## config.mk

```make
export PLATFORM = sky130hd
export DESIGN_NAME = parallel_unit_supervisor
export DESIGN_NICKNAME = d
export VERILOG_FILES = /design/src/sup_pkg.sv /design/src/ms_link_if.sv /design/src/ms_bus_engine.sv /design/src/ride_through.sv /design/src/parallel_unit_supervisor.sv
export SDC_FILE = /design/constraint.sdc
export NUM_CORES = 1
export LEC_CHECK = 0
export ABC_CLOCK_PERIOD_IN_PS = 7850
export BUFFER_PORTS_ARGS = -buffer_cell sky130_fd_sc_hd__buf_2
export CORE_ASPECT_RATIO = 0.5
export CORE_MARGIN = 2
export CORE_UTILIZATION = 60
export CTS_BUF_LIST = sky130_fd_sc_hd__clkbuf_4
export DETAILED_ROUTE_END_ITERATION = 10
export PLACE_DENSITY = 0.84
export SKIP_CTS_REPAIR_TIMING = 1
export SYNTH_ARGS = -nofsm -noshare
export SYNTH_HDL_FRONTEND = slang
export SYNTH_SLANG_ARGS = --single-unit
```

## constraint.sdc

```tcl
create_clock -name clk -period 7.85 [get_ports clk]
set_clock_uncertainty 0.1 [all_clocks]
set_input_delay 1.1775 -clock clk [delete_from_list [all_inputs] [get_ports clk]]
set_output_delay 1.1775 -clock clk [all_outputs]
set_load 0.03 [all_outputs]
```

## src/sup_pkg.sv

```systemverilog
// shared constants and types for the parallel unit supervisor
package sup_pkg;
    localparam logic [11:0] ADDR_CTRL     = 12'h000;
    localparam logic [11:0] ADDR_STATUS   = 12'h004;
    localparam logic [11:0] ADDR_UNITS    = 12'h008;
    localparam logic [11:0] ADDR_ALARM    = 12'h00C;
    localparam logic [11:0] ADDR_SETPT    = 12'h010;
    localparam logic [11:0] ADDR_LIMIT    = 12'h014;
    localparam logic [11:0] ADDR_PMAX     = 12'h018;
    localparam logic [11:0] ADDR_CMD      = 12'h01C;
    localparam logic [11:0] ADDR_NVCFG    = 12'h020;
    localparam logic [11:0] ADDR_VERSION  = 12'h024;
    // ctrl bit positions
    localparam int CTRL_MODE_LO   = 0;  // 2 bits: 0 off,1 slave,2 master
    localparam int CTRL_BIAS      = 2;
    localparam int CTRL_TERM      = 3;
    localparam int CTRL_SAG_EN    = 4;
    // cmd bits (write one to act)
    localparam int CMD_INIT       = 0;
    localparam int CMD_ACK        = 1;
    localparam int MAX_UNITS      = 64;
    localparam int MAX_SLAVES     = 63;
    localparam logic [6:0]  UNIT_CNT_MAX  = 7'h40;
    localparam logic [31:0] RATED_POWER_W = 32'h00007530; // 30000 W default
    localparam logic [31:0] SAG_POWER_W   = 32'h00005208; // 21000 W
    localparam logic [31:0] SETPT_RESET   = 32'h00000000;
    localparam logic [31:0] LIMIT_DEFAULT = 32'h0000FFFF;
    // ride-through span, milliseconds, and cycles at 10 MHz
    localparam int SAG_MAX_MS     = 1700;
    localparam int CLK_KHZ        = 10000;
    localparam int SAG_CYCLES     = SAG_MAX_MS * CLK_KHZ;
    localparam int INIT_WAIT_CYC  = 16;
    localparam logic [15:0] FW_VERSION = 16'h0001; // arbitrary value
    localparam logic [15:0] HW_VERSION = 16'h0001; // arbitrary value
    typedef enum logic [1:0] {ROLE_OFF, ROLE_SLAVE, ROLE_MASTER, ROLE_RSV}
        role_type;
    typedef enum {
        IDLE, INIT_RUN, RUNNING, FAILED, LOST
    } init_state_type;
endpackage

```

## src/ms_link_if.sv

```systemverilog
// link carrier between the supervisor and its bus engine
`timescale 1ns/1ps
interface ms_link_if;
    logic        init_req;   // start a sweep
    logic        init_done;  // sweep finished
    logic        init_fail;  // sweep found conflict
    logic [6:0]  unit_cnt;   // units found, master included
    logic        link_lost;  // a slave dropped out
    logic [31:0] bcast_data; // value broadcast to slaves
    logic [3:0]  bcast_sel;  // which item
    logic        bcast_vld;
    modport sup (output init_req, bcast_data, bcast_sel, bcast_vld,
                 input init_done, init_fail, unit_cnt, link_lost);
    modport eng (input init_req, bcast_data, bcast_sel, bcast_vld,
                 output init_done, init_fail, unit_cnt, link_lost);
endinterface

```

## src/ms_bus_engine.sv

```systemverilog
// bus engine: sweeps the peer reports and flags conflicts and losses
`timescale 1ns/1ps
module ms_bus_engine
    import sup_pkg::*;
(
    input  wire logic        clk,
    input  wire logic        rst,
    input  wire logic [6:0]  peer_present,   // slaves answering
    input  wire logic        peer_master,    // another master seen
    input  wire logic        peer_ver_ok,    // all versions match
    input  wire logic        peer_drop,      // a slave stopped answering
    ms_link_if.eng           lnk
);
    logic [4:0] wait_r;
    logic       busy_r;
    logic       run_r;

    // sweep timer and result latch
    always_ff @(posedge clk) begin
        if (rst) begin
            wait_r <= '0;
            busy_r <= 1'b0;
            run_r  <= 1'b0;
            lnk.init_done <= 1'b0;
            lnk.init_fail <= 1'b0;
            lnk.unit_cnt  <= 7'h01;
        end else begin
            lnk.init_done <= 1'b0;
            if (lnk.init_req) begin
                busy_r <= 1'b1;
                run_r  <= 1'b0;
                wait_r <= '0;
                lnk.init_fail <= 1'b0;
            end else if (busy_r) begin
                wait_r <= wait_r + 5'h01;
                if (wait_r == 5'(INIT_WAIT_CYC - 1)) begin
                    busy_r <= 1'b0;
                    lnk.init_done <= 1'b1;
                    // clash fails sweep
                    lnk.init_fail <= peer_master | ~peer_ver_ok;
                    run_r <= ~(peer_master | ~peer_ver_ok);
                    // capped at one master plus 63 slaves
                    lnk.unit_cnt <= (peer_present > 7'(MAX_SLAVES)) ?
                        UNIT_CNT_MAX : peer_present + 7'h01;
                end
            end
        end
    end

    // losses only matter while the system runs
    assign lnk.link_lost = run_r & peer_drop;
endmodule

```

## src/ride_through.sv

```systemverilog
// line sag ride-through timer with boot-time lockout
`timescale 1ns/1ps
module ride_through
    import sup_pkg::*;
#(
    parameter int SAG_CYC = SAG_CYCLES
)(
    input  wire logic clk,
    input  wire logic rst,
    input  wire logic boot_done,     // pulse when start-up settles
    input  wire logic line_low_range,
    input  wire logic sag_en_req,
    input  wire logic line_sag,      // sag up to half rated voltage
    input  wire logic line_lost,     // deeper than ride-through covers
    output logic      sag_active,
    output logic      sag_locked,
    output logic      line_failure_alarm
);
    logic [24:0] cnt_r;

    // lockout latched at start-up only
    always_ff @(posedge clk) begin
        if (rst)
            sag_locked <= 1'b0;
        else if (boot_done)
            sag_locked <= line_low_range;
    end

    assign sag_active = sag_en_req & ~sag_locked;

    // sag counter: alarm once span is exceeded, at once on line loss or on a sag without ride-through
    always_ff @(posedge clk) begin
        if (rst) begin
            cnt_r <= '0;
            line_failure_alarm <= 1'b0;
        end else if (line_lost || (line_sag && !sag_active)) begin
            line_failure_alarm <= 1'b1;
        end else if (line_sag) begin
            if (cnt_r >= 25'(SAG_CYC))
                line_failure_alarm <= 1'b1;
            else
                cnt_r <= cnt_r + 25'h1;
        end else begin
            cnt_r <= '0;
            line_failure_alarm <= 1'b0;
        end
    end
endmodule

```

## src/parallel_unit_supervisor.sv

```systemverilog
// parallel operation supervisor: role, init, alarms, apb registers
// Notes on behaviour
// - stored master role triggers init at start-up
// - assigning master role starts init immediately
// - at most one master and 63 slaves
// - uninitialised slave or bus error raises alarm
// - init command accepted while parallel mode active
// - initialised slave rejects control, allows reads
// - master clears set values, rescales ranges
// - master broadcasts set values to slaves
// - slaves default limits, master copies changes; a bound slave keeps its old limit (default branch never fires)
// - slave alarm held until master acknowledges
// - link loss: inputs off, error, readable alarm
// - after loss slaves go single, need init
// - link alarm clears on init or mode off
// - remote standby forces input off
// - returning slave waits for new init
// - returning master reruns init automatically
// - second master fails init
// - version mismatch fails init, status readable
// - master shows only latest slave alarm
// - own trips reported to master
// - ride through sag up to span
// - low line range locks ride-through off
// - ride-through applies reduced power limit
//
// The implementer's own choices: the address map and register access over APB.
`timescale 1ns/1ps
module parallel_unit_supervisor
    import sup_pkg::*;
#(
    parameter int SAG_CYC = SAG_CYCLES
)(
    input  wire logic        clk,
    input  wire logic        rst,
    input  wire logic        psel,
    input  wire logic        penable,
    input  wire logic        pwrite,
    input  wire logic [11:0] paddr,
    input  wire logic [31:0] pwdata,
    output logic      [31:0] prdata,
    output logic             pready,
    output logic             pslverr,
    input  wire logic        boot_done,
    input  wire logic [3:0]  nv_cfg,
    output logic      [3:0]  nv_cfg_save,
    output logic             nv_save_stb,
    input  wire logic        master_init_seen,
    input  wire logic        master_link_bad,
    input  wire logic [6:0]  peer_present,
    input  wire logic        peer_master,
    input  wire logic        peer_ver_ok,
    input  wire logic        peer_drop,
    input  wire logic        slave_alarm_vld,
    input  wire logic [7:0]  slave_alarm_code,
    input  wire logic        overvoltage_trip,
    input  wire logic        overcurrent_trip,
    input  wire logic        overpower_trip,
    input  wire logic        remote_standby_input,
    input  wire logic        local_ctrl_req,
    input  wire logic        line_low_range,
    input  wire logic        line_sag,
    input  wire logic        line_lost,
    output logic             dc_input_on,
    output logic             error_led,
    output logic             bias_on,
    output logic             term_on,
    output logic             own_alarm_report,
    output logic      [31:0] bcast_data,
    output logic      [3:0]  bcast_sel,
    output logic             bcast_vld
);
    ms_link_if lnk ();

    init_state_type state_r;
    role_type       role_r;
    logic        bias_r, term_r, sag_en_r, dc_on_r, link_alarm_r;
    logic        slave_held_r, own_alarm_r, init_fail_r;
    logic [7:0]  last_alarm_r;
    logic [31:0] setpt_r, limit_r, pmax_r;
    logic [31:0] bcast_data_r;
    logic [3:0]  bcast_sel_r;
    logic        bcast_vld_r;
    logic        init_pend_r;
    logic        wr_ok, rd_ok, init_cmd, ack_cmd;
    logic        sag_active, sag_locked, line_failure_alarm;
    logic        is_master, is_slave, slave_bound;
    logic [31:0] prdata_nxt;

    ms_bus_engine u_eng (
        .clk          (clk),
        .rst          (rst),
        .peer_present (peer_present),
        .peer_master  (peer_master),
        .peer_ver_ok  (peer_ver_ok),
        .peer_drop    (peer_drop),
        .lnk          (lnk)
    );

    ride_through #(.SAG_CYC(SAG_CYC)) u_rt (
        .clk                (clk),
        .rst                (rst),
        .boot_done          (boot_done),
        .line_low_range     (line_low_range),
        .sag_en_req         (sag_en_r),
        .line_sag           (line_sag),
        .line_lost          (line_lost),
        .sag_active         (sag_active),
        .sag_locked         (sag_locked),
        .line_failure_alarm (line_failure_alarm)
    );

    // no wait states
    assign pready      = 1'b1;
    assign wr_ok       = psel & penable & pwrite;
    assign rd_ok       = psel & penable & ~pwrite;
    assign is_master   = (role_r == ROLE_MASTER);
    assign is_slave    = (role_r == ROLE_SLAVE);
    assign slave_bound = is_slave & master_init_seen & ~master_link_bad;
    assign init_cmd    = wr_ok && paddr == ADDR_CMD && pwdata[CMD_INIT];
    assign ack_cmd     = wr_ok && paddr == ADDR_CMD && pwdata[CMD_ACK];

    // unmapped addresses answer with an error
    always_comb begin
        pslverr = 1'b0;
        if (psel && penable) begin
            if (paddr > ADDR_VERSION || paddr[1:0] != 2'b00)
                pslverr = 1'b1;
        end
    end

    // role and switches; bound slave drops writes
    always_ff @(posedge clk) begin
        if (rst) begin
            role_r <= ROLE_OFF;
            bias_r <= 1'b0;
            term_r <= 1'b0;
        end else if (boot_done) begin
            role_r <= role_type'(nv_cfg[1:0]);
            bias_r <= nv_cfg[CTRL_BIAS];
            term_r <= nv_cfg[CTRL_TERM];
        end else if (wr_ok && paddr == ADDR_CTRL && !slave_bound) begin
            role_r <= role_type'(pwdata[1:0]);
            bias_r <= pwdata[CTRL_BIAS];
            term_r <= pwdata[CTRL_TERM];
        end
    end

    // persist role and switches on every ctrl write not dropped by a bound slave
    always_ff @(posedge clk) begin
        if (rst) begin
            nv_save_stb <= 1'b0;
            nv_cfg_save <= 4'h0;
        end else begin
            nv_save_stb <= wr_ok && paddr == ADDR_CTRL && !slave_bound;
            nv_cfg_save <= {pwdata[CTRL_TERM], pwdata[CTRL_BIAS],
                            pwdata[1:0]};
        end
    end

    // ride-through request; lock keeps it clear
    always_ff @(posedge clk) begin
        if (rst)
            sag_en_r <= 1'b0;
        else if (sag_locked)
            sag_en_r <= 1'b0;
        else if (wr_ok && paddr == ADDR_CTRL && !slave_bound)
            sag_en_r <= pwdata[CTRL_SAG_EN];
    end

    // init request: boot, new master or command
    always_ff @(posedge clk) begin
        if (rst)
            init_pend_r <= 1'b0;
        else if (boot_done && nv_cfg[1:0] == 2'(ROLE_MASTER))
            init_pend_r <= 1'b1;
        else if (wr_ok && paddr == ADDR_CTRL && !slave_bound &&
                 pwdata[1:0] == 2'(ROLE_MASTER) && !is_master)
            init_pend_r <= 1'b1;
        else if (init_cmd && role_r != ROLE_OFF)
            init_pend_r <= 1'b1;
        else
            init_pend_r <= 1'b0;
    end
    assign lnk.init_req = init_pend_r & is_master;

    // master-side init sequencing
    always_ff @(posedge clk) begin
        if (rst) begin
            state_r     <= IDLE;
            init_fail_r <= 1'b0;
        end else if (!is_master) begin
            state_r <= IDLE;
        end else begin
            case (state_r)
                IDLE, FAILED, LOST, RUNNING: begin
                    if (lnk.init_req) begin
                        state_r     <= INIT_RUN;
                        init_fail_r <= 1'b0;
                    end else if (state_r == RUNNING && lnk.link_lost)
                        state_r <= LOST;
                end
                INIT_RUN: begin
                    if (lnk.init_done) begin
                        state_r     <= lnk.init_fail ? FAILED : RUNNING;
                        init_fail_r <= lnk.init_fail;
                    end
                end
                default: state_r <= IDLE;
            endcase
        end
    end

    // link alarm: set beats clear
    always_ff @(posedge clk) begin
        if (rst)
            link_alarm_r <= 1'b0;
        else if (lnk.link_lost && is_master)
            link_alarm_r <= 1'b1;
        else if (is_slave && (!master_init_seen || master_link_bad))
            link_alarm_r <= 1'b1;
        else if (role_r == ROLE_OFF || (lnk.init_done && !lnk.init_fail)
                 || slave_bound)
            link_alarm_r <= 1'b0;
    end

    // slave alarms: latest one wins, held until acknowledged
    always_ff @(posedge clk) begin
        if (rst) begin
            slave_held_r <= 1'b0;
            last_alarm_r <= 8'h00;
        end else if (slave_alarm_vld && is_master) begin
            slave_held_r <= 1'b1;
            last_alarm_r <= slave_alarm_code;
        end else if (ack_cmd) begin
            slave_held_r <= 1'b0;
        end
    end

    // own trips latch until acknowledged
    always_ff @(posedge clk) begin
        if (rst)
            own_alarm_r <= 1'b0;
        else if (overvoltage_trip || overcurrent_trip || overpower_trip)
            own_alarm_r <= 1'b1;
        else if (ack_cmd)
            own_alarm_r <= 1'b0;
    end
    assign own_alarm_report = own_alarm_r;

    // set values: cleared by init, locked when bound
    always_ff @(posedge clk) begin
        if (rst) begin
            setpt_r <= SETPT_RESET;
            limit_r <= LIMIT_DEFAULT;
        end else if (lnk.init_done && !lnk.init_fail) begin
            setpt_r <= SETPT_RESET;
            limit_r <= LIMIT_DEFAULT;
        end else if (slave_bound && !master_init_seen) begin
            limit_r <= LIMIT_DEFAULT;
        end else if (wr_ok && !slave_bound && paddr == ADDR_SETPT) begin
            setpt_r <= pwdata;
        end else if (wr_ok && !slave_bound && paddr == ADDR_LIMIT) begin
            limit_r <= pwdata;
        end
    end

    // power ceiling: scaled by units, cut in sag mode
    always_ff @(posedge clk) begin
        if (rst)
            pmax_r <= RATED_POWER_W;
        else if (sag_active)
            pmax_r <= SAG_POWER_W;
        else if (is_master && state_r == RUNNING)
            pmax_r <= 32'(RATED_POWER_W * 32'(lnk.unit_cnt));
        else
            pmax_r <= RATED_POWER_W;
    end

    // broadcast changed values while running
    always_ff @(posedge clk) begin
        if (rst) begin
            bcast_vld_r  <= 1'b0;
            bcast_sel_r  <= 4'h0;
            bcast_data_r <= 32'h00000000;
        end else begin
            bcast_vld_r <= is_master && state_r == RUNNING && wr_ok &&
                (paddr == ADDR_SETPT || paddr == ADDR_LIMIT);
            bcast_sel_r  <= paddr[5:2];
            bcast_data_r <= pwdata;
        end
    end
    assign lnk.bcast_vld  = bcast_vld_r;
    assign lnk.bcast_sel  = bcast_sel_r;
    assign lnk.bcast_data = bcast_data_r;
    assign bcast_vld  = bcast_vld_r;
    assign bcast_sel  = bcast_sel_r;
    assign bcast_data = bcast_data_r;

    // dc input: any alarm or standby forces it off
    always_ff @(posedge clk) begin
        if (rst)
            dc_on_r <= 1'b0;
        else if (remote_standby_input || link_alarm_r || slave_held_r ||
                 own_alarm_r || line_failure_alarm)
            dc_on_r <= 1'b0;
        else if (local_ctrl_req && !slave_bound)
            dc_on_r <= 1'b1;
        else if (wr_ok && paddr == ADDR_CMD && pwdata[2] && !slave_bound)
            dc_on_r <= 1'b1;
        else if (wr_ok && paddr == ADDR_CMD && pwdata[3] && !slave_bound)
            dc_on_r <= 1'b0;
    end
    assign dc_input_on = dc_on_r;
    assign error_led   = link_alarm_r | slave_held_r | own_alarm_r;
    assign bias_on     = bias_r;
    assign term_on     = term_r;

    // read mux; reads always allowed, even on a bound slave
    always_comb begin
        prdata_nxt = 32'h00000000;
        if (paddr == ADDR_CTRL)
            prdata_nxt = {27'h0, sag_en_r, term_r, bias_r, role_r};
        else if (paddr == ADDR_STATUS)
            prdata_nxt = {22'h0, sag_locked, sag_active,
                          line_failure_alarm, own_alarm_r, slave_held_r,
                          link_alarm_r, init_fail_r, slave_bound,
                          state_r == RUNNING, dc_on_r};
        else if (paddr == ADDR_UNITS)
            prdata_nxt = {25'h0, lnk.unit_cnt};
        else if (paddr == ADDR_ALARM)
            prdata_nxt = {24'h0, last_alarm_r};
        else if (paddr == ADDR_SETPT)
            prdata_nxt = setpt_r;
        else if (paddr == ADDR_LIMIT)
            prdata_nxt = limit_r;
        else if (paddr == ADDR_PMAX)
            prdata_nxt = pmax_r;
        else if (paddr == ADDR_NVCFG)
            prdata_nxt = {28'h0, nv_cfg};
        else if (paddr == ADDR_VERSION)
            prdata_nxt = {HW_VERSION, FW_VERSION};
    end

    // read data loaded in the setup cycle
    always_ff @(posedge clk) begin
        if (rst)
            prdata <= 32'h00000000;
        else if (psel && !penable && !pwrite)
            prdata <= prdata_nxt;
    end
endmodule

```

* Word-level counts from Yosys, hierarchy flattened *
Cells that the tools add are included.

operators by class
  shift-type cells = 0
  add/sub/neg operators = 3
  $lt $le $gt $ge = 3
  bitwise gates (word level) = 21
  multiply operators = 1
  divide/modulo/power cells = 0
  reduce and logical (&&, ||, !) cells = 77
  equality and inequality tests = 24
  muxes and demuxes = 49

operators by type and width
  cell                   number
  $mux 32                10
  $eq 32x2->1 const B    2
  $eq 32x3->1 const B    2
  $pmux 32 s2            1
  $mux 25                2
  $eq 12x5->1 const B    4
  $mux 17                2
  $eq 32x1->1 const B    1
  $logic_not 32->1       1
  $logic_and 1x1->1      30
  $mux 1                 28
  $mux 14                2
  $add 25x1->25 const B  1
  $ge 25x25->1 const B   1
  $eq 12x4->1 const B    2
  $eq 12x6->1 const B    2
  $mul 11x7->18 const A  1
  $eq 12x3->1 const B    1
  $gt 12x6->1 const B    1
  $logic_not 12->1       1
  $logic_or 1x1->1       12
  $reduce_bool 2->1      6
  $reduce_or 2->1        6
  $not 1->1              11
  23 further kinds       48

word-level totals
  memory bits (read-only) = 0
  bits in latches = 0
  register bits = 264
  output and inout port bits = 81
  RAM bits = 0
  logic and storage cells = 210
  memories = 0

* Longest topological paths before layout *
Gate-level depths: netlist (run 1).

  word-level depth = 10
  mapped depth = 15
  gate-level depth less buffers = 15

* Cells and area by module *
From an unflattened synthesis (run 1), not the netlist that was laid out.

unflattened totals
  cell total of the unflattened synthesis = 1,267
  area, all modules = 10,896.7 um2

by module, submodules not included
  module                    cells each  seq. area each (um2)  area each (um2)  times used
  parallel_unit_supervisor  972         3,503.4               8,346.8          1
  ride_through              217         540.5                 1,820.5          1
  ms_bus_engine             78          320.3                 729.4            1

* Least setup slack after synthesis (run 1) *
No wires, ideal clock.

  path type = reg-to-reg
  start point = register u_eng.lnk.unit_cnt[5]
  end point = register pmax_r[21]
  arrival time = 3.699 ns
  setup time = 0.124 ns
  path buffers = 0
  stages on the path, launching flop included = 14
  period minus slack after synthesis = 3.923 ns
  path slack = 3.927 ns
  path through = dfxtp_1 ha_1 inv_1 fa_1 fa_1 inv_1 ha_1 ha_1 and2_1 or2_2 or4_1 a31oi_1 o21ai_0 nor3b_1

between the ends
  cells in the longest elaborated chain, start to end = 1

RTL lines
  what                    line                             RTL
  start, declared         ms_link_if.sv:15                 output init_done, init_fail, unit_cnt, link_lost);
  start signal, assigned  ms_bus_engine.sv:43              lnk.unit_cnt <= (peer_present > 7'(MAX_SLAVES)) ?
  $mul 11x7->18           parallel_unit_supervisor.sv:275  pmax_r <= 32'(RATED_POWER_W * 32'(lnk.unit_cnt));
  end signal, assigned    parallel_unit_supervisor.sv:275
  end, declared           parallel_unit_supervisor.sv:80   logic [31:0] setpt_r, limit_r, pmax_r;

Every way passes these cells.
A chain may end at the register's enable or synchronous reset.

* Worst setup path after layout (run 1) *
Same ends and word-level chain as after synthesis.

==> summary.txt, run 1 <==
Place
  – HPWL after DPL: 20.0 mm
  – Port buffer count: 162
  – Gpl congestion: 0.938

Timing
  – Slew Viols, Final: 0
  – Slew margin rel.: 15.2%
  – Worst hold slack: 0.351 ns
  – TNS Setup: 0 ns
  – Final hold violation count: 0
  – Fin crit share: 54.7%
  – RSZ-0062 raised after global routing: no
  – # setup viols final: 0
  – Min Tclk post-route: 4.29 ns
  – Slew @ Worst Pin: 1.27 ns
  – Fmax: 233 MHz

GRT
  – Total track usage: 29.4%
  – First-pass GRT wire length: 44.4 mm
  – Largest net degree at the start of global routing: 59
  – Number of global-route vias before repair: 9024
  – GRT overflow: 0
  – Initial antenna violation count: 1

Critical path
  – Critical Path RT: 8.27 ns
  – Crit path kind: register to register
  – Slowest CP cell: dfxtp_1
  – Max incr delay on CP: 0.60 ns
  – WP data arrival: 4.71 ns
  – Critical-path maximum fanout: 9
  – Number of buffers and inverters on the critical path: 2
  – Crit path cell chain: ha_1 > inv_1 > fa_1 > fa_1 > inv_1 > ha_1 > ha_1 > and2_1 > or2_2 > or4_1 > a31oi_1 > o21ai_0 > nor3b_1
  – Critical Path End Type: register
  – Worst setup SP type: register
  – Most frequent CP cell: ha_1
  – Crit path max-delay family: adder cells

Die
  – Row count: 34
  – Num ports: 164
  – Die Width: 191 microns
  – CORE AREA: 17200 sq um
  – Die ar.: 18600 sq um
  – Initial Util: 60.8%
  – Die extent in y: 97.4 microns

Clock tree
  – Clk buf depth: 3
  – Num CTS Buffers: 48
  – Later-pin clock latency in the skew report: 0.66 ns
  – H-tree Lvls: 2
  – Clock tree sinks: 218
  – Clock Pin Slew Worst Setup and Hold Paths: 0.08 ns
  – CTS tree: done
  – CTS Root Cell: clkbuf_4

Synthesis
  – Predominant post-synthesis flop cell: dfxtp_1
  – Share of flip-flops with an asynchronous set or reset: 0%
  – Post-Syn Instances: 1192
  – FF+latch count, synth: 218
  – Syn nets: 1344
  – Syn. warnings: 0
  – Sequential fraction of the synthesis area: 41.7%
  – Synthesized cell area: 10500 sq um
  – Synth unique cells: 77
  – Mean Syn Cell Area: 8.78 sq um
  – Post-synth EDFFs: 0

Layout
  – Antenna fix cells: 0
  – Share of post-route cells with drive strength above 1: 18.5%
  – Area delta synth->final: 14.1%
  – Layout net count: 1499
  – Fillers: 1396

Power and ir drop
  – PwrDens: 182 nW/um^2
  – Internal: 0.00160 W
  – Leak: 5.30 nW
  – P_sw: 0.000574 W
  – Sw Share: 26.4%
  – Clock power share: 40.2%
  – Comb pwr share: 7.8%
  – Sequential Power Share: 52.1%
  – Max IR drop VDD: 0.101 mV

Drt
  – Via count: 9476
  – Met2 wire len: 12.7 mm
  – Drt wl/cell: 17.2 microns
  – Routed WL: 27.8 mm
  – DRT iter0 DRCs: 720
  – DRT Pass-1 Iters: 7
  – Post-DRT Antenna Nets: 0
  – Max layer used: met4
  – Drc violations: 0
  – Avg Vias per Cell: 5.86
  – Metal3 WL: 2.59 mm
  – Metal-1 WL: 11.9 mm

Run
  – Max Cap Viol: 0

Min path
  – Hold WC Path Type: register to register

Status
  – Status: completed
## worst min-delay path, cell delays in order, from the launching register on
cell     delay (ns)
dfxtp_1        0.31
nand2_1        0.05
o21ai_1        0.05
## state kept, by name, indices dropped and copies added, names as in the netlist, 2 cells and up
name / cells
pmax_r: 19
nv_cfg_save: 3
limit_r: 32
last_alarm_r: 8
state_r: 3
prdata: 32
bcast_sel: 4
role_r: 2
u_eng.wait_r: 5
u_eng.lnk.unit_cnt: 7
setpt_r: 32
bcast_data: 29
u_rt.cnt_r: 25
## area by class of cell
| cell class | instances | area (sq um) | area share [%] |
|---|---|---|---|
| Clock buffer | 59 | 443 | 3.71 |
| Inverter | 55 | 206 | 1.73 |
| Multi-Input combinational cell | 856 | 5620 | 47.1 |
| Clock inverter | 26 | 159 | 1.33 |
| Timing Repair Buffer | 168 | 856 | 7.17 |
| Tap cell | 234 | 293 | 2.45 |
| Sequential cell | 218 | 4360 | 36.5 |
## cell usage in the layout (no fill, tap or decap), types with 13 or more instances in the layout
| cell type | synthesis | routed |
|---|---|---|
| clkbuf_4 | 0 | 59 |
| nand3_1 | 46 | 46 |
| clkinv_1 | 0 | 20 |
| inv_1 | 55 | 55 |
| nand2_1 | 140 | 139 |
| nor2_1 | 107 | 107 |
| dfxtp_1 | 218 | 218 |
| mux2i_1 | 48 | 48 |
| nor2b_1 | 46 | 46 |
| buf_2 | 8 | 162 |
| a221oi_1 | 13 | 13 |
| a21oi_1 | 89 | 89 |
| ha_1 | 53 | 53 |
| nor3_1 | 38 | 38 |
| o221ai_1 | 14 | 14 |
| xor2_1 | 13 | 13 |
| fa_1 | 16 | 16 |
| o21ai_0 | 43 | 43 |
| nand2b_1 | 15 | 15 |
## Yosys cell counts, drive strengths merged, types with 3 or more instances
cell    instances  area, sq um
a211oi         10         75.1
a21o            5         37.5
a21oi          89          445
a221oi         13          114
a22o            6         52.6
a22oi           9         67.6
a311oi          4         35.0
a31oi           7         50.1
a32oi           3         26.3
a41oi           4         35.0
and2            6         37.5
and3            9         56.3
buf            23          130
clkbuf         40          150
dfxtp         218         4360
fa             16          320
ha             53          663
inv            55          206
mux2i          48          480
nand2         140          526
nand2b         15         93.8
nand3          47          240
nand4          12         96.3
nor2          110          439
nor2b          46          288
nor3           38          190
nor3b          10         80.1
nor4            6         88.8
o21a            5         37.5
o21ai          51          255
o21bai          4         30.0
o221ai         14          123
o22ai           9         56.3
or2             3         18.8
or3            11         73.8
xnor2           8         70.1
xor2           13          114
## metrics by stage
stage,total power (W),area [sq um],util (%),instances,setup WS (ns)
6_report,0.00217,11900,69.3,1616,3.56
5_1_grt,0.00226,11900,69.3,1616,3.33
4_1_cts,0.00219,11900,69.3,1616,3.57
3_5_place_dp,0.00132,11300,65.8,1531,3.62
3_3_place_gp,0.00132,11300,65.8,1531,3.74
2_1_floorplan,0.00126,10500,-,1192,3.93
## cell families (layout without fill, tap and decap cells)
family / after synthesis / count (layout) / share of synthesized area, %
buffers and inverters: 118 / 308 / 4.65
other: 1 / 1 / 0.0358
adders and majority gates: 69 / 69 / 9.39
xor gates and xnor gates: 21 / 21 / 1.76
and+or+nand+nor: 465 / 465 / 22.3
muxes: 51 / 51 / 5.02
DFF: 218 / 218 / 41.7
AOI/OAI and AO/OA: 249 / 249 / 15.2
## power by group through the flow
| stage | Sequential [W] | Combinational (W) | Clock (W) |
|---|---|---|---|
| 2_1_floorplan | 0.00118 | 0.0000736 | 0 |
| 5_1_grt | 0.00113 | 0.000181 | 0.000948 |
| 4_1_cts | 0.00113 | 0.000166 | 0.000889 |
| 3_5_place_dp | 0.00116 | 0.000166 | 0 |
| 6_report | 0.00113 | 0.000169 | 0.000874 |
| 3_3_place_gp | 0.00116 | 0.000163 | 0 |
## per-layer routing
metal  global-route usage, %  vias up
met5                       0        -
met4                    8.47        0
met3                    7.55       63
met2                    47.0      436
met1                    39.3     4461
li1                        -     4516
## worst paths after layout
check,start,endpoint,slack (ns),cells past startpoint
hold / removal,prdata[18]$_SDFFE_PP0P_,prdata[18]$_SDFFE_PP0P_,0.35,2
hold reg to reg,prdata[18]$_SDFFE_PP0P_,prdata[18]$_SDFFE_PP0P_,0.35,2
setup / recovery,u_eng.lnk.unit_cnt[5]$_SDFFE_PP0P_,pmax_r[21]$_SDFF_PP0_,3.56,13
setup reg to reg,u_eng.lnk.unit_cnt[5]$_SDFFE_PP0P_,pmax_r[21]$_SDFF_PP0_,3.56,13
(Power assumes the default switching activity.)
==> run 2, diff against run 1 <==
- ABC_AREA: unset -> 1
- ABC_CLOCK_PERIOD_IN_PS: 7850 -> 3950
- CORE_UTILIZATION: 60 -> 59
- PLACE_DENSITY: 0.84 -> 0.82
- clock period: 7.85 -> 3.95 ns (I/O delays scaled with it)
==> run 2 against run 1 <==
Compared with the run above:
- sequential cell count is the same
- via count is 9.6% higher
- hold slack got worse by 0.27 ns
- sequential power increased by 98%
- first-iteration DRC count decreased by 0.83%
- die area grew 6.1%
- non-clock buffer count up 1
- design area rose by 4.0%
- sequential share of layout area is 1.4 points lower
- largest cell class unchanged
==> summary.txt, run 2 <==
Timing
  – Fmax: 272 MHz (+17%)
  – Slew margin rel.: 23.3% (+8.1 points)
  – Slew Viols, Final: 0 (unchanged)
  – Fin crit share: 92.9% (+38 points)
  – TNS Setup: 0 ns (unchanged)
  – # setup viols final: 0 (unchanged)
  – Worst setup margin: 0.279 ns (-3.28 ns)
  – Worst hold slack: 0.0832 ns (-0.268 ns)
  – RSZ-0062 raised after global routing: no
  – Final hold violation count: 0 (unchanged)
  – Slew @ Worst Pin: 1.15 ns (-0.120 ns)
  – Min Tclk post-route: 3.67 ns (-0.621 ns)

Synthesis
  – Synth area leaders: dfxtp_1, nand2_1, a21oi_1
  – Commonest cells in the synthesized netlist: nand2_1, dfxtp_1, inv_1, a21oi_1, nor2_1
  – Post-synth EDFFs: 0 (unchanged)
  – Synth unique cells: 51 (-34%)
  – Syn nets: 1601 (+19%)
  – FF+latch count, synth: 218 (unchanged)
  – Synthesized cell area: 10900 sq um (+4.5%)
  – Mean Syn Cell Area: 7.55 sq um (-14%)
  – Share of flip-flops with an asynchronous set or reset: 0% (unchanged)
  – Most common cell in the netlist: nand2_1
  – Post-synth top area share: 39.9% (-1.8 points)
  – Post-Syn Instances: 1449 (+22%)
  – Syn. warnings: 0 (unchanged)
  – Synth area leader: dfxtp_1
  – Sequential fraction of the synthesis area: 39.9% (-1.8 points)
  – Predominant post-synthesis flop cell: dfxtp_1

Drt
  – Post-DRT Antenna Nets: 0 (unchanged)
  – DRT iter0 DRCs: 714 (-0.83%)
  – Via count: 10.4k (+9.6%)
  – Drt wl/cell: 15.3 microns (-11%)
  – Met2 wire len: 13.3 mm (+5.0%)
  – Max layer used: met4
  – Metal3 WL: 1.72 mm (-34%)
  – Drc violations: 0 (unchanged)
  – Routed WL: 28.8 mm (+3.7%)
  – Avg Vias per Cell: 5.52 (-5.9%)
  – DRT Pass-1 Iters: 5 (-2)
  – Metal-1 WL: 12.8 mm (+7.4%)

Run
  – Max Cap Viol: 0 (unchanged)

Clock tree
  – Num CTS Buffers: 48 (unchanged)
  – Clock Pin Slew Worst Setup and Hold Paths: 0.08 ns (about the same)
  – CTS Root Cell: clkbuf_4
  – Clk buf depth: 3 (unchanged)
  – CTS tree: done
  – Later-pin clock latency in the skew report: 0.65 ns (about the same)
  – H-tree Lvls: 2 (unchanged)
  – Clock tree sinks: 218 (unchanged)

GRT
  – Initial antenna violation count: 0 (-1)
  – Number of global-route vias before repair: 9746 (+8.0%)
  – GRT overflow: 0 (unchanged)
  – Total track usage: 29.0% (-0.37 points)
  – First-pass GRT wire length: 46.2 mm (+4.1%)
  – Largest net degree at the start of global routing: 65 (+10%)

Layout
  – Share of post-route cells with drive strength above 1: 18.8% (+0.29 points)
  – Antenna fix cells: 0 (unchanged)
  – Commonest cells after routing, fill and taps aside: nand2_1, dfxtp_1, inv_1, a21oi_1, buf_2
  – Area delta synth->final: 13.5%
  – Layout net count: 1764 (+18%)
  – Regs by FF count: limit_r (32), prdata (32), setpt_r (32)
  – Commonest non-fill, non-tap cell in the layout: nand2_1

Place
  – HPWL after DPL: 21.3 mm (+6.6%)
  – Gpl congestion: 0.926 (-1.2%)
  – Port buffer count: 162 (unchanged)
  – Placement Setup Slack: 0.166 ns (-3.45 ns)

Critical path
  – WP data arrival: 4.12 ns (-0.59 ns)
  – Worst R2R End: pmax_r[21]$_SDFF_PP0_
  – Reg-to-reg slack, setup: 0.28 ns (-3.28 ns)
  – Slowest CP cell: fa_1
  – Critical-path maximum fanout: 6 (-3)
  – Critical Path RT: 4.39 ns (-3.88 ns)
  – Critical Path End Type: register
  – Reg2Reg Depth: 15 (+2)
  – Crit path cell chain: inv_1 > ha_1 > fa_1 > inv_1 > ha_1 > fa_1 > ha_1 > inv_1 > o21ai_0 > nand2_1 > nand3_1 > buf_4 > nand3_1 > a21oi_1 > nor2_1
  – Crit path kind: register to register
  – Max incr delay on CP: 0.53 ns (-0.07 ns)
  – Reg2reg start: u_eng.lnk.unit_cnt[5]$_SDFFE_PP0P_
  – Critical Path End: pmax_r[21]$_SDFF_PP0_
  – Worst setup SP type: register
  – CP startpoint: u_eng.lnk.unit_cnt[5]$_SDFFE_PP0P_

Die
  – Die Width: 197 microns (+3.0%)
  – Die ar.: 19700 sq um (+6.1%)
  – CORE AREA: 18300 sq um (+6.2%)
  – Die extent in y: 100 microns (+3.0%)
  – Initial Util: 59.8% (-1.0 points)
  – Row count: 35 (+2.9%)
  – Num ports: 164 (unchanged)

Power and ir drop
  – Max IR drop VDD: 0.267 mV (+160%)
  – PwrDens: 347 nW/um^2 (+91%)
  – Leak: 5.83 nW (+10%)

Status
  – Status: completed

Min path
  – Hold WC Path Type: input pin to register
run 2: layout make-up:
class                   instances  area, sq um
fillers                      1594         5890
multi-input cells             998         5620
flip-flops and latches        218         4370
repair buffers                169          866
inverters                     177          667
clock buffers                  72          541
well taps                     240          300
clock inverters                 8         61.3
run 2: cells by family after synthesis:
kind of cell	Yosys count	synth area share, %
AOI/OAI and AO/OA	318	16.0
xor gates and xnor gates	32	2.56
adders and majority gates	69	8.99
buffers and inverters	233	8.84
DFF	218	39.9
other	1	0.0343
and+or+nand+nor	578	23.7
run 2: worst min-delay path by stage:
stage                              from                            to  slack (ns)  depth (start not counted)
3_3_place_gp   init_fail_r$_SDFFE_PP0P_      init_fail_r$_SDFFE_PP0P_        0.34                          2
4_1_cts                      pwdata[26]     bcast_data[26]$_SDFF_PP0_        0.06                          3
5_1_grt                  line_low_range  u_rt.sag_locked$_SDFFE_PP0P_        0.07                          3
2_1_floorplan  init_fail_r$_SDFFE_PP0P_      init_fail_r$_SDFFE_PP0P_        0.32                          2
6_report                     pwdata[22]     bcast_data[22]$_SDFF_PP0_        0.08                          3
3_5_place_dp   init_fail_r$_SDFFE_PP0P_      init_fail_r$_SDFFE_PP0P_        0.35                          2
run 2: layer usage:
layer	vias up	global-route usage, %
met3	79	5.44
li1	5089	-
met5	-	0
met2	335	48.2
met1	4884	37.6
met4	0	12.2
run 2: worst max-delay path, delay by kind of cell, from the launching register on:
| family | cells | cell delay [ns] |
|---|---|---|
| simple gates | 4 | 0.35 |
| compound gates | 2 | 0.41 |
| buf+inv | 4 | 0.29 |
| flops | 1 | 0.40 |
| fa+ha+maj | 5 | 2.02 |
run 2: through the flow:
step | power [W] | cells | area (sq um) | util, %
floorplan | 0.00246 | 1449 | 10900 | -
global placement | 0.00257 | 1802 | 11800 | 64.5
detailed placement | 0.00257 | 1802 | 11800 | 64.5
CTS | 0.00433 | 1882 | 12400 | 67.8
global route | 0.00447 | 1882 | 12400 | 67.8
finish | 0.00431 | 1882 | 12400 | 67.8
run 2: power breakdown:
part,switching (W),total (W),internal [W]
registers,0.0000149,0.00224,0.00223
logic,0.000205,0.000285,0.0000806
clock network,0.000893,0.00179,0.000894
total,0.00111,0.00431,0.00320
==> run 3, diff against run 2 <==
- BUFFER_PORTS_ARGS: -buffer_cell sky130_fd_sc_hd__buf_2 -> -buffer_cell sky130_fd_sc_hd__buf_4
==> run 3 against run 2 <==
Compared with the run above:
- cell count rose by 0.27%
- non-clock buffer count is 1 higher
- sequential share of layout area is 1.2 points lower
- total power rose by 1.1%
- count of clock-buffer cells in the layout fell by 6
- global-route usage grew 0.072 points
- hold slack lost 0.016 ns
- critical path depth rose by 2
- utilization is 2.3 points higher
- design area grew 3.4%
- sequential power about the same
- largest cell class unchanged
==> summary.txt, run 3 (synthesis results as in run 2) <==
Power and ir drop
  – Leak: 5.91 nW (+1.3%)
  – Max IR drop VDD: 0.285 mV (+6.6%)
  – Post-layout power: 0.00436 W (+1.1%)
  – PwrDens: 339 nW/um^2 (-2.3%)

Critical path
  – CP startpoint: u_eng.lnk.unit_cnt[5]$_SDFFE_PP0P_
  – Worst R2R End: pmax_r[17]$_SDFF_PP0_
  – Critical Path RT: 4.38 ns (about the same)
  – Worst setup SP type: register
  – Reg2Reg Depth: 17 (+2)
  – Critical Path End Type: register
  – WP data arrival: 4.17 ns (+0.05 ns)
  – Crit path kind: register to register
  – Reg2reg start: u_eng.lnk.unit_cnt[5]$_SDFFE_PP0P_
  – Critical-path maximum fanout: 8 (+2)
  – Reg-to-reg slack, setup: 0.21 ns (-0.07 ns)

Timing
  – Worst hold slack: 0.0675 ns (-0.0158 ns)
  – RSZ-0062 raised after global routing: no
  – TNS Setup: 0 ns (unchanged)
  – Fmax: 268 MHz (-1.8%)
  – Slew @ Worst Pin: 1.09 ns (-0.0605 ns)
  – # setup viols final: 0 (unchanged)
  – Slew Viols, Final: 0 (unchanged)
  – Fin crit share: 94.6% (+1.7 points)
  – Final hold violation count: 0 (unchanged)
  – Min Tclk post-route: 3.74 ns (+0.0672 ns)
  – Slew margin rel.: 27.4% (+4.0 points)

Die
  – Row count: 35 (unchanged)
  – CORE AREA: 18300 sq um (unchanged)
  – Die extent in y: 100 microns (unchanged)
  – Die Width: 197 microns (unchanged)
  – Die ar.: 19700 sq um (unchanged)
  – Num ports: 164 (unchanged)
  – Initial Util: 59.8% (unchanged)

Clock tree
  – Clock Pin Slew Worst Setup and Hold Paths: 0.07 ns (about the same)
  – Clock tree sinks: 218 (unchanged)
  – Later-pin clock latency in the skew report: 0.67 ns (+0.02 ns)
  – CTS Root Cell: clkbuf_4
  – Num CTS Buffers: 49 (+2.1%)
  – CTS tree: done
  – H-tree Lvls: 2 (unchanged)
  – Clk buf depth: 3 (unchanged)

GRT
  – GR Util met1: 38.4% (+0.85 points)
  – Largest net degree at the start of global routing: 65 (unchanged)
  – M2 GR Usage: 48.2% (+0.055 points)
  – First-pass GRT wire length: 46.5 mm (+0.57%)
  – Total track usage: 29.1% (+0.072 points)
  – Global-route track usage on met3: 5.51% (+0.067 points)
  – Initial antenna violation count: 1 (+1)
  – Gr busiest metal: met2
  – GRT overflow: 0 (unchanged)
  – Number of global-route vias before repair: 9754 (+0.082%)

Drt
  – Post-DRT Antenna Nets: 0 (unchanged)
  – DRT Pass-1 Iters: 6 (+1)
  – Drt wl/cell: 15.3 microns (-0.31%)
  – Avg Vias per Cell: 5.47 (-0.86%)
  – Via count: 10.3k (-0.60%)
  – DRT iter0 DRCs: 598 (-16%)
  – Drc violations: 0 (unchanged)
  – Routed WL: 28.8 mm (about the same)

Place
  – HPWL after DPL: 21.5 mm (+0.89%)
  – Port buffer count: 162 (unchanged)
  – Gpl congestion: 0.919 (-0.82%)

Min path
  – Hold WC Path Type: input pin to register
  – Worst hold path startpoint: pwdata[22]
  – Min-Delay Endpoint: bcast_data[22]$_SDFF_PP0_
  – Hold Path Cell Cnt: 3 (unchanged)

Layout
  – Commonest non-fill, non-tap cell in the layout: nand2_1
  – Commonest cells after routing, fill and taps aside: nand2_1, dfxtp_1, buf_4, inv_1, a21oi_1
  – Regs by FF count: limit_r (32), prdata (32), setpt_r (32)
  – Layout net count: 1766 (+0.11%)
  – Area delta synth->final: 17.4%
  – Share of post-route cells with drive strength above 1: 18.3% (-0.47 points)

Run
  – Max Cap Viol: 0 (unchanged)

Status
  – Status: completed
## run 3: cell count changes in the layout (fill, tap and decap cells not counted), sizes merged
cell	delta
buf	+1
bufinv	+1
clkbuf	-6
clkinv	+8
clkinvlp	+1
diode	+1
inv	-1
## run 3: critical path: stages, from the launching register on
cell	delay, ns
dfxtp_1	0.34
buf_4	0.20
ha_1	0.20
inv_1	0.06
fa_1	0.47
inv_1	0.05
ha_1	0.31
fa_1	0.47
ha_1	0.36
inv_1	0.05
o21ai_0	0.24
nand2_1	0.08
nand3_1	0.10
a21boi_0	0.14
o21ai_0	0.25
nand2_1	0.08
nand2_1	0.06
nor2_1	0.03
## run 3: final cells by class
| class | count | area [sq um] |
|---|---|---|
| Inverter | 177 | 667 |
| Multi-Input combinational cell | 998 | 5620 |
| Timing Repair Buffer | 170 | 1280 |
| Clock buffer | 66 | 495 |
| Fill cell | 1505 | 5460 |
| Tap cell | 240 | 300 |
| Antenna cell | 1 | 2.50 |
| Clock inverter | 17 | 123 |
| Sequential cell | 218 | 4370 |
## run 3: worst max path at each step
stage                                 end  slack (ns)  cells past startpoint
global placement    pmax_r[17]$_SDFF_PP0_        0.31                     15
floorplan           pmax_r[17]$_SDFF_PP0_        0.35                     16
detailed placement  pmax_r[17]$_SDFF_PP0_        0.22                     12
global route        pmax_r[18]$_SDFF_PP0_       0.007                     15
finish              pmax_r[17]$_SDFF_PP0_        0.21                     17
CTS                 pmax_r[17]$_SDFF_PP0_        0.16                     13
## run 3: report_power, final
group / leakage, nW / switching [W] / internal (W)
Clock: 0.359 / 0.000887 / 0.000906
Combinational: 3.78 / 0.000203 / 0.000118
Sequential: 1.77 / 0.0000172 / 0.00223
Total: 5.91 / 0.00111 / 0.00325
## run 3: metrics by stage
step	std cells	worst slack (ns)	utilization [%]	cell area, sq um
floorplan	1449	0.345	-	10900
global placement	1803	0.310	66.8	12200
detailed placement	1803	0.216	66.8	12200
CTS	1886	0.165	70.2	12800
global route	1887	0.00737	70.2	12800
finish	1887	0.212	70.2	12800
## run 3: layer usage
layer  share of wire, %  vias up  routed length (microns)
met4                2.4        0                      703
met5                  0        -                        0
met3                7.3       59                     2110
met2                 46      398                    13300
li1                   -     5108                        -
met1                 44     4760                    12700
